<file path="src/rtl/hub_strap_params.svh">
// Constants for the hub strap and indicator pin block
`ifndef HUB_STRAP_PARAMS_SVH
`define HUB_STRAP_PARAMS_SVH

// Number of downstream ports
`define HS_PORT_COUNT      4
// Configuration-select encodings (sel1 sel0)
`define HS_CFG_SMB_A       2'b00
`define HS_CFG_SMB_B       2'b01
`define HS_CFG_INTERNAL    2'b10
`define HS_CFG_EEPROM      2'b11
// Slave addresses for the two serial-slave choices
`define HS_SMB_ADDR_A      7'h2C
`define HS_SMB_ADDR_B      7'h2D
// Reset value of the sampled polarity: active high
`define HS_POL_RESET       1'b1

`endif

</file>
<file path="src/rtl/hub_strap_pkg.sv">
// Types shared by the hub strap and indicator pin block
package hub_strap_pkg;

  // Ways the hub may be configured
  typedef enum logic [2:0]
  {
    CFG_SMBUS_A     = 3'b000,
    CFG_SMBUS_B     = 3'b001,
    CFG_DEFAULT     = 3'b010,
    CFG_DEFAULT_STR = 3'b011,
    CFG_EEPROM      = 3'b100
  } config_source_type;

  // Everything captured at reset release
  typedef struct packed
  {
    logic              indicator_support_strap;
    logic              multi_translator_strap;
    logic              gang_power_strap;
    logic              power_polarity_strap;
    config_source_type source;
  } strap_set_type;

endpackage

</file>
<file path="src/rtl/hub_strap_led_config.sv">
// Reset-time strap capture and amber LED / port power pin logic
//
// Contract
// - Port-4 strap sets LED support only
// - Port-3 amber LED always active low
// - Register-configured LEDs 4,2,1 active low
// - Port-2 strap picks translators, LED polarity
// - Port-1 strap picks gang, LED polarity
// - In reset, power polarity follows strap
// - Polarity latched at reset release
// - Strap high means power active high
// - Select pins sampled at reset release
// - Select encoding picks configuration source
`timescale 1ns/1ps
`include "hub_strap_params.svh"

module hub_strap_led_config
  import hub_strap_pkg::*;
#(
  parameter int PORTS = `HS_PORT_COUNT  // Downstream port count
)
(
  input  wire logic               clk_sys,                // Core clock, 10 MHz
  input  wire logic               sys_rst,                // Synchronous reset, high
  // Shared amber LED / strap pins (in, out, enable; port 3 has no input)
  input  wire logic               amber_led_p4_in,
  output logic                    amber_led_p4_out,
  output logic                    amber_led_p4_oe,
  output logic                    amber_led_p3_out,
  output logic                    amber_led_p3_oe,
  input  wire logic               amber_led_p2_in,
  output logic                    amber_led_p2_out,
  output logic                    amber_led_p2_oe,
  input  wire logic               amber_led_p1_in,
  output logic                    amber_led_p1_out,
  output logic                    amber_led_p1_oe,
  // Logical indicator requests from the hub core
  input  wire logic [3:0]         amber_on,
  // Core-side LED support when configured by register load
  input  wire logic               reg_led_support,
  // Straps for power polarity and configuration source
  input  wire logic               power_polarity_strap,
  input  wire logic               config_select_b0,
  input  wire logic               config_select_b1,
  input  wire logic               config_select_b2,
  // Port power requests and pins
  input  wire logic [PORTS-1:0]   power_request,
  output logic      [PORTS-1:0]   port_power_enable,
  // Overcurrent sense, low active, from monitors
  input  wire logic [PORTS-1:0]   overcurrent_sense_n,
  output logic      [PORTS-1:0]   overcurrent,
  // Captured configuration
  output strap_set_type           straps,
  output logic                    straps_valid,
  output logic                    smb_slave_mode,
  output logic      [6:0]         smb_slave_addr
);

  // ************************************************
  // Strap capture
  // ************************************************

  strap_set_type straps_q;  // Captured straps
  strap_set_type straps_d;  // Next captured straps
  logic          valid_q;   // Straps captured since reset
  logic          valid_d;   // Next valid
  logic          in_rst_q;  // Previous cycle was in reset
  logic          in_rst_d;  // Next reset tracker

  // Decode three select pins into a source
  function automatic config_source_type decode_source(input logic [2:0] sel);
    // Select encoding table
    case (sel[1:0])
      `HS_CFG_SMB_A:    decode_source = CFG_SMBUS_A;
      `HS_CFG_SMB_B:    decode_source = CFG_SMBUS_B;
      `HS_CFG_INTERNAL: decode_source = sel[2] ? CFG_DEFAULT_STR : CFG_DEFAULT;
      default:          decode_source = CFG_EEPROM;
    endcase
  endfunction

  // Capture on the first cycle after reset drops
  always_comb
  begin
    straps_d = straps_q;
    valid_d  = valid_q;
    in_rst_d = sys_rst;
    if (sys_rst)
    begin
      // Nothing captured in reset; straps_q keeps its reset value, pins released meanwhile
      valid_d = 1'b0;
    end
    else if (in_rst_q)
    begin
      straps_d.source = decode_source({config_select_b2, config_select_b1, config_select_b0});
      straps_d.indicator_support_strap = amber_led_p4_in;
      straps_d.multi_translator_strap  = amber_led_p2_in;
      straps_d.gang_power_strap        = amber_led_p1_in;
      straps_d.power_polarity_strap    = power_polarity_strap;
      valid_d = 1'b1;
    end
  end

  // Register the strap group
  always_ff @(posedge clk_sys)
  begin
    if (sys_rst)
    begin
      straps_q <= '{1'b0, 1'b0, 1'b0, `HS_POL_RESET, CFG_DEFAULT};
      valid_q  <= 1'b0;
      in_rst_q <= 1'b1;
    end
    else
    begin
      straps_q <= straps_d;
      valid_q  <= valid_d;
      in_rst_q <= in_rst_d;
    end
  end

  assign straps       = straps_q;
  assign straps_valid = valid_q;

  assign smb_slave_mode = valid_q && (straps_q.source == CFG_SMBUS_A || straps_q.source == CFG_SMBUS_B);
  assign smb_slave_addr = (straps_q.source == CFG_SMBUS_B) ? `HS_SMB_ADDR_B : `HS_SMB_ADDR_A;

  // ************************************************
  // Port power
  // ************************************************

  logic pol_active;  // Active level of power pins

  assign pol_active = (sys_rst || !valid_q) ? power_polarity_strap : straps_q.power_polarity_strap;

  always_comb
  begin
    for (int i = 0; i < PORTS; i++)
    begin
      // Power forced off in reset and until straps are valid; valid_q lags reset by one edge
      port_power_enable[i] = (power_request[i] && valid_q && !sys_rst) ? pol_active : ~pol_active;
    end
  end

  assign overcurrent = ~overcurrent_sense_n;

  // ************************************************
  // Amber LEDs
  // ************************************************

  logic internal_cfg;  // Strap-driven configuration in use
  logic led_enable;    // LEDs may light

  assign internal_cfg = (straps_q.source == CFG_DEFAULT) || (straps_q.source == CFG_DEFAULT_STR);
  assign led_enable   = valid_q && (internal_cfg ? straps_q.indicator_support_strap : reg_led_support);

  // LED pins stay released in reset so straps can be read
  always_comb
  begin
    // Released from the very first reset cycle, not one edge later
    amber_led_p4_oe = valid_q && !sys_rst;
    amber_led_p3_oe = valid_q && !sys_rst;
    amber_led_p2_oe = valid_q && !sys_rst;
    amber_led_p1_oe = valid_q && !sys_rst;
    amber_led_p3_out = ~(amber_on[2] && led_enable);
    amber_led_p4_out = ~(amber_on[3] && led_enable);
    amber_led_p2_out = ~(amber_on[1] && led_enable);
    amber_led_p1_out = ~(amber_on[0] && led_enable);
    if (internal_cfg)
    begin
      // Disabled support keeps LED off (high if active low, low if its strap selects active high)
      amber_led_p4_out = ~(amber_on[3] && led_enable);
      amber_led_p2_out = straps_q.multi_translator_strap ? ~(amber_on[1] && led_enable)
                                                         : (amber_on[1] && led_enable);
      amber_led_p1_out = straps_q.gang_power_strap ? ~(amber_on[0] && led_enable)
                                                   : (amber_on[0] && led_enable);
    end
  end

  // ************************************************
  // Checks
  // ************************************************

  pol_release_a: assert property (@(posedge clk_sys) disable iff (sys_rst)
    $fell(in_rst_q) |-> straps_q.power_polarity_strap == $past(power_polarity_strap))
    else $error("Polarity not latched at release");
  pol_hold_a: assert property (@(posedge clk_sys) disable iff (sys_rst)
    valid_q && $past(valid_q) |-> $stable(straps_q))
    else $error("Straps changed after capture");
  pwr_reset_a: assert property (@(posedge clk_sys)
    sys_rst |-> port_power_enable == {PORTS{~power_polarity_strap}})
    else $error("Power enabled during reset");
  pwr_level_a: assert property (@(posedge clk_sys) disable iff (sys_rst)
    valid_q && power_request[0] |-> port_power_enable[0] == straps_q.power_polarity_strap)
    else $error("Power level wrong");
  sel_decode_a: assert property (@(posedge clk_sys) disable iff (sys_rst)
    $fell(in_rst_q) |-> straps_q.source == decode_source($past({config_select_b2, config_select_b1,
                                                                config_select_b0})))
    else $error("Select not captured");
  smb_addr_a: assert property (@(posedge clk_sys) disable iff (sys_rst)
    valid_q && straps_q.source == CFG_SMBUS_B |-> smb_slave_mode && smb_slave_addr == 7'h2D)
    else $error("Slave address wrong");
  am3_low_a: assert property (@(posedge clk_sys) disable iff (sys_rst)
    led_enable && amber_on[2] |-> !amber_led_p3_out)
    else $error("Port 3 LED not low");
  led_off_a: assert property (@(posedge clk_sys) disable iff (sys_rst)
    valid_q && internal_cfg && !straps_q.indicator_support_strap |-> amber_led_p4_out)
    else $error("Port 4 LED lit while disabled");
  stt_level_a: assert property (@(posedge clk_sys) disable iff (sys_rst)
    valid_q && internal_cfg && !straps_q.multi_translator_strap |-> amber_led_p2_out == (amber_on[1] && led_enable))
    else $error("Port 2 LED polarity wrong");
  gang_level_a: assert property (@(posedge clk_sys) disable iff (sys_rst)
    valid_q && internal_cfg && straps_q.gang_power_strap |-> amber_led_p1_out == !(amber_on[0] && led_enable))
    else $error("Port 1 LED polarity wrong");
  reg_led_a: assert property (@(posedge clk_sys) disable iff (sys_rst)
    valid_q && !internal_cfg && reg_led_support && amber_on[3] |-> !amber_led_p4_out)
    else $error("Port 4 LED not active low");

endmodule

</file>
<file path="config.mk">
export PLATFORM = sky130hd
export DESIGN_NAME = hub_strap_led_config
export DESIGN_NICKNAME = d
export VERILOG_FILES = /design/src/rtl/hub_strap_pkg.sv /design/src/rtl/hub_strap_led_config.sv
export VERILOG_INCLUDE_DIRS = /design/src /design/src/rtl
export SDC_FILE = /design/constraint.sdc
export NUM_CORES = 1
export LEC_CHECK = 0
export ABC_AREA = 1
export BUFFER_PORTS_ARGS = -buffer_cell sky130_fd_sc_hd__buf_2
export CAP_MARGIN = 20
export CORE_MARGIN = 5
export CORE_UTILIZATION = 40
export CTS_BUF_LIST = sky130_fd_sc_hd__clkbuf_4
export DETAILED_ROUTE_END_ITERATION = 8
export GPL_TIMING_DRIVEN = 0
export MAX_ROUTING_LAYER = met4
export PLACE_DENSITY = 0.94
export SLEW_MARGIN = 30
export SYNTH_ARGS = -nofsm -noshare
export SYNTH_HDL_FRONTEND = slang
export SYNTH_SLANG_ARGS = --single-unit
</file>
<file path="constraint.sdc">
create_clock -name clk_sys -period 2.3 [get_ports clk_sys]
set_input_delay 0.46 -clock clk_sys [delete_from_list [all_inputs] [get_ports clk_sys]]
set_output_delay 0.46 -clock clk_sys [all_outputs]
set_load 0.01 [all_outputs]
</file>
==> flow_summary.ini, run 1 <==
[power]
pwr-share-clk = 0.296
p_seq_frac = 0.387
combPwrFrac = 0.317
power_leakage_nw = 0.5566
power_density_nw_per_um2 = 499.2
irDropWorstVdd_v = 0.0003927
internal_power_mw = 0.3097
switching_share = 0.3179
p_switching_mw = 0.1444

[global_routing]
grt_pass1_vias = 648
track_usage = 0.1357
grt_pass1_wl_mm = 2.553
gr-total-overflow = 0
grt_max_degree = 11
antenna_found_initial = 0

[timing]
finalCritPeriodShare = 0.8367
hold_violations = 0
tns_ps = 0
max_clock_freq_ghz = 0.5197
clock-skew-final_ps = 1.806
final-setup-viol-count = 0
report.final.slew_viol_count = 0
rsz0062_at_grt = false
min_period_ps = 1924

[drt]
routed_wl_mm = 1.552
ant_nets = 0
drc = 0
post_drt_wl_per_cell_microns = 9.580
firstDrtPassIters = 4
drt_iter0_drc = 7
num_vias = 691
vias_per_cell = 4.265

[job]
maxCapViolations = 0

[logic_synthesis]
yosys.cell_types.count = 18
yosysWarnings = 0
synth_top_area_frac = 0.2957
synth_seq_area_share = 0.2957
synth_area_leaders = dfxtp_1 30%, nand2_1 13%, buf_4 11%
synth-async-reset-ratio = 0
synth_edf_count = 0
synthFlopType = dfxtp_1
yosys_register_bits = 9
yosys-top-cells-count = 21 x nand2_1, 15 x inv_1, 9 x buf_4, 9 x dfxtp_1, 7 x a21oi_1
synth_area_sq_um = 609.3
synth_top_area_cell = dfxtp_1
synth.most_common_cell = nand2_1
syn_avg_cell_area_sq_um = 6.696
synth_cells = 91

[placement]
place.gp.congestion = 0.7731
port_buffers = 47
dpl.hpwl_mm = 1.339

[min_path]
hold-path-endpoint = straps[6]
worstHoldStart = amber_led_p4_in
hold-path-cell-count = 3
min_path_type = in2reg

[cells_and_area]
synthToLayoutAreaGrowth_pct = 49.28
antennaDiodeCount = 0
fill_cells = 148
utilization = 0.6182
nNetsFinal = 169
multiInputGateArea_sq_um = 307.8
seqCellArea_sq_um = 180.2
drive_above_1_share = 0.4521

[floorplanning]
core_area_sq_um = 1471
row_count = 14
start_util = 0.4141
fp.dieW_microns = 49.03
io_pins = 54
die_y_microns = 49.03
dieArea_sq_um = 2404

[worst_setup_path]
r2r_cells = 4
cp-start-kind = register
cp-end-kind = primary output
rrSetupSlack_ps = 1340
cp_max_fo = 10
r2r-end = straps[0]
crit_type = reg2out
slowest_delay_ps = 410
critPathSlowestCell = dfxtp_1
path_cells = inv_2, nor2_8, nand2_4, o21ai_4, xor2_1, buf_2
regToRegStartpoint = in_rst_q
required_ps = 1840
arrival_ps = 1460

[clocking]
ctsHoldBuffers = 0
htreeDepth = 1
worstSkewPairLatency_ps = 260
cts_made_buffers = 3
cts_tree = yes
cts_buffer_depth = 2
cts_resized = 0
path_clk_slew_ps = 60
clock_sinks = 9
post_cts_buffers = 0
cts_root_buf = clkbuf_4

[status]
status = finished clean
==> how the worst max path moves through the flow <==
stage	from	end	slack [ps]	cells past startpoint
floorplan	straps_valid	port_power_enable[0]	710	5
detailed placement	sys_rst	port_power_enable[0]	510	6
CTS	straps_valid	port_power_enable[0]	360	6
global placement	sys_rst	port_power_enable[3]	580	6
finish	straps_valid	port_power_enable[0]	380	6
global route	straps_valid	port_power_enable[0]	300	6
==> cell type report <==
class | instances | area share
Buffer | 10 | 0.07978
Clock buffer | 4 | 0.03301
Inverter | 17 | 0.07015
Tap cell | 16 | 0.02201
Timing Repair Buffer | 47 | 0.2586
Multi-Input combinational cell | 59 | 0.3384
Sequential cell | 9 | 0.1981
==> worst max-delay path: cells and delay by family (launching register included) <==
family	cells	cell delay, ps
AND/OR/NAND/NOR	2	250
flip-flops	1	410
buffers and inverters	2	280
XOR/XNOR	1	180
AO/OA/AOI/OAI	1	90
==> cells by family after synthesis <==
kind of cell / count (synthesis) / synth area share
simple gates: 37 / 0.2895
flops: 9 / 0.2957
buf+inv: 27 / 0.2238
xor+xnor: 4 / 0.05749
compound gates: 12 / 0.1211
other cells: 2 / 0.01232
==> state kept, by name (all words and copies together), names as in the netlist <==
signal	flops
in_rst_q	1
straps	7
straps_valid	1
==> stage by stage <==
step | cells | total power, mW | hold slack [ps] | cell area (sq um) | setup WS, ps
global route | 162 | 0.4894 | 409.9 | 909.6 | 297.7
floorplan | 95 | 0.2639 | 460.8 | 624.3 | 708.4
CTS | 162 | 0.4643 | 408.0 | 909.6 | 361.2
detailed placement | 158 | 0.3243 | 469.8 | 879.6 | 508.4
finish | 162 | 0.4541 | 422.4 | 909.6 | 375.7
global placement | 158 | 0.3191 | 459.3 | 879.6 | 575.5
==> routing by layer <==
layer	vias to the layer above	global-route usage	share of wire
met3	4	0.05199	0.14
met2	43	0.2304	0.46
met5	-	-	0
met1	268	0.1303	0.37
met4	0	0.07623	0.026
li1	376	-	-
==> placed cells by master (no fill, tap or decap) <==
| cell | count |
|---|---|
| nand3_1 | 5 |
| buf_4 | 9 |
| nand2_1 | 21 |
| o21ai_4 | 1 |
| a21oi_1 | 7 |
| clkbuf_4 | 4 |
| o211ai_1 | 1 |
| o21ai_0 | 3 |
| inv_2 | 2 |
| conb_1 | 6 |
| nor2_8 | 1 |
| nor3_1 | 2 |
| dfxtp_1 | 9 |
| nor2_1 | 5 |
| inv_1 | 15 |
| buf_2 | 48 |
| nand2_4 | 1 |
| xor2_1 | 4 |
| nand4_1 | 2 |
==> power groups by stage <==
stage          registers [mW]  logic [mW]  clock network (mW)
6_report                0.176       0.144               0.134
2_1_floorplan           0.183      0.0813                   0
5_1_grt                 0.178       0.161               0.151
3_5_place_dp            0.179       0.145                   0
4_1_cts                 0.176       0.145               0.143
3_3_place_gp            0.179       0.141                   0
No activity file was read; power rests on OpenSTA's default activity.
==> run 2, diff against run 1 <==
- CORE_UTILIZATION: 40 -> 38
- PLACE_DENSITY: 0.94 -> 0.9
- clock period: 2.3 -> 2 ns (I/O delays scaled with it)
==> run 2 against run 1 <==
Hold slack worse by 50 ps; flip-flop and latch count unchanged; sequential share of layout area unchanged; non-clock buffer count unchanged; highest routed layer unchanged; wire length fell by 0.58%; largest cell class unchanged; via count is 0.43% lower; critical endpoint is now port_power_enable[2]; first-iteration DRC count decreased by 43%; register-to-register slack lost 270 ps; power is 14% higher; clock-buffer cell count did not move; clock skew fell by 0.61 ps.
==> flow_summary.ini, run 2 (synthesis gave the netlist of run 1 again) <==
[worst_setup_path]
r2r-end = straps[0]
crit_start = straps_valid
required_ps = 1600
crit_end = port_power_enable[2]
r2r_cells = 4
rrSetupSlack_ps = 1070
cp-start-kind = register
regToRegStartpoint = in_rst_q
arrival_ps = 1420
cp-end-kind = primary output
crit_type = reg2out
cp_max_fo = 10

[timing]
rsz0062_at_grt = false
finalCritPeriodShare = 0.9084
tns_ps = 0
hold_violations = 0
min_period_ps = 1817
max_clock_freq_ghz = 0.5504
final-setup-viol-count = 0
report.final.slew_viol_count = 0
setup_ws_ps = 183.2
clock-skew-final_ps = 1.200

[floorplanning]
start_util = 0.4045
io_pins = 54
row_count = 14
core_area_sq_um = 1506
fp.dieW_microns = 50.05
dieArea_sq_um = 2505
die_y_microns = 50.05

[global_routing]
grt_pass1_vias = 657
grt_max_degree = 11
track_usage = 0.1300
grt_pass1_wl_mm = 2.539
antenna_found_initial = 0
gr-total-overflow = 0

[clocking]
clock_sinks = 9
htreeDepth = 1
cts_resized = 0
cts_tree = yes
post_cts_buffers = 0
worstSkewPairLatency_ps = 260
ctsHoldBuffers = 0
cts_root_buf = clkbuf_4
cts_buffer_depth = 2
path_clk_slew_ps = 60
cts_made_buffers = 3

[cells_and_area]
largest_reg_flops = 7
final_cell_mix = 48 x buf_2, 21 x nand2_1, 15 x inv_1, 9 x buf_4, 9 x dfxtp_1
mostFrequentLayoutCell = buf_2
utilization = 0.6038
drive_above_1_share = 0.4521
fill_cells = 141
antennaDiodeCount = 0
nNetsFinal = 169
seqCellArea_sq_um = 180.2
multiInputGateArea_sq_um = 307.8
synthToLayoutAreaGrowth_pct = 49.28

[power]
power_density_nw_per_um2 = 568.4
irDropWorstVdd_v = 0.0004609
power_leakage_nw = 0.5566

[job]
maxCapViolations = 0

[placement]
dpl.hpwl_mm = 1.356
port_buffers = 47
dp_slack_ps = 358.8
place.gp.congestion = 0.8131

[drt]
post_drt_wl_per_cell_microns = 9.525
routed_wl_mm = 1.543
ant_nets = 0
firstDrtPassIters = 4
drt_iter0_drc = 4
vias_per_cell = 4.247
drc = 0
num_vias = 688

[min_path]
hold-path-cell-count = 1
min_path_type = in2reg

[status]
status = finished clean
## run 2: worst max-delay path: stages (launching register included)
cell	delay (ps)
dfxtp_1	410
inv_2	110
nor2_8	180
nand2_4	70
o21ai_4	90
xor2_1	160
buf_2	150
## run 2: worst min-delay path by stage
stage	start	end	slack, ps
floorplan	sys_rst	in_rst_q	430
global placement	straps[5]	straps[5]	460
detailed placement	straps[4]	straps[4]	460
CTS	sys_rst	in_rst_q	370
global route	sys_rst	in_rst_q	370
finish	sys_rst	in_rst_q	370
## run 2: stage by stage
step / cell area, sq um / power (mW) / hold WS (ps) / instances
finish: 909.6 / 0.5170 / 372.9 / 162
global route: 909.6 / 0.5542 / 365.2 / 162
CTS: 909.6 / 0.5221 / 368.1 / 162
detailed placement: 879.6 / 0.3721 / 460.1 / 158
global placement: 879.6 / 0.3671 / 459.5 / 158
floorplan: 624.3 / 0.3035 / 427.7 / 95
## run 2: power breakdown
group	total, mW	switching (mW)	internal, mW	leakage [nW]
Combinational	0.165	0.0900	0.0747	0.463
Sequential	0.202	0.0110	0.191	0.0749
Clock	0.150	0.0601	0.0902	0.0184
Total	0.517	0.161	0.356	0.557
## run 2: cell type report
type                            count  area share
Inverter                           17     0.07015
Timing Repair Buffer               47      0.2586
Tap cell                           16     0.02201
Multi-Input combinational cell     59      0.3384
Buffer                             10     0.07978
Clock buffer                        4     0.03301
Sequential cell                     9      0.1981
## run 2: metal layers
metal | track usage | up-vias | wire (microns) | share of wire
li1 | - | 373 | - | -
met1 | 0.1338 | 278 | 581 | 0.38
met2 | 0.2134 | 35 | 741 | 0.48
met3 | 0.04819 | 2 | 203 | 0.13
met4 | 0.06550 | 0 | 17 | 0.011
met5 | - | - | 0 | 0
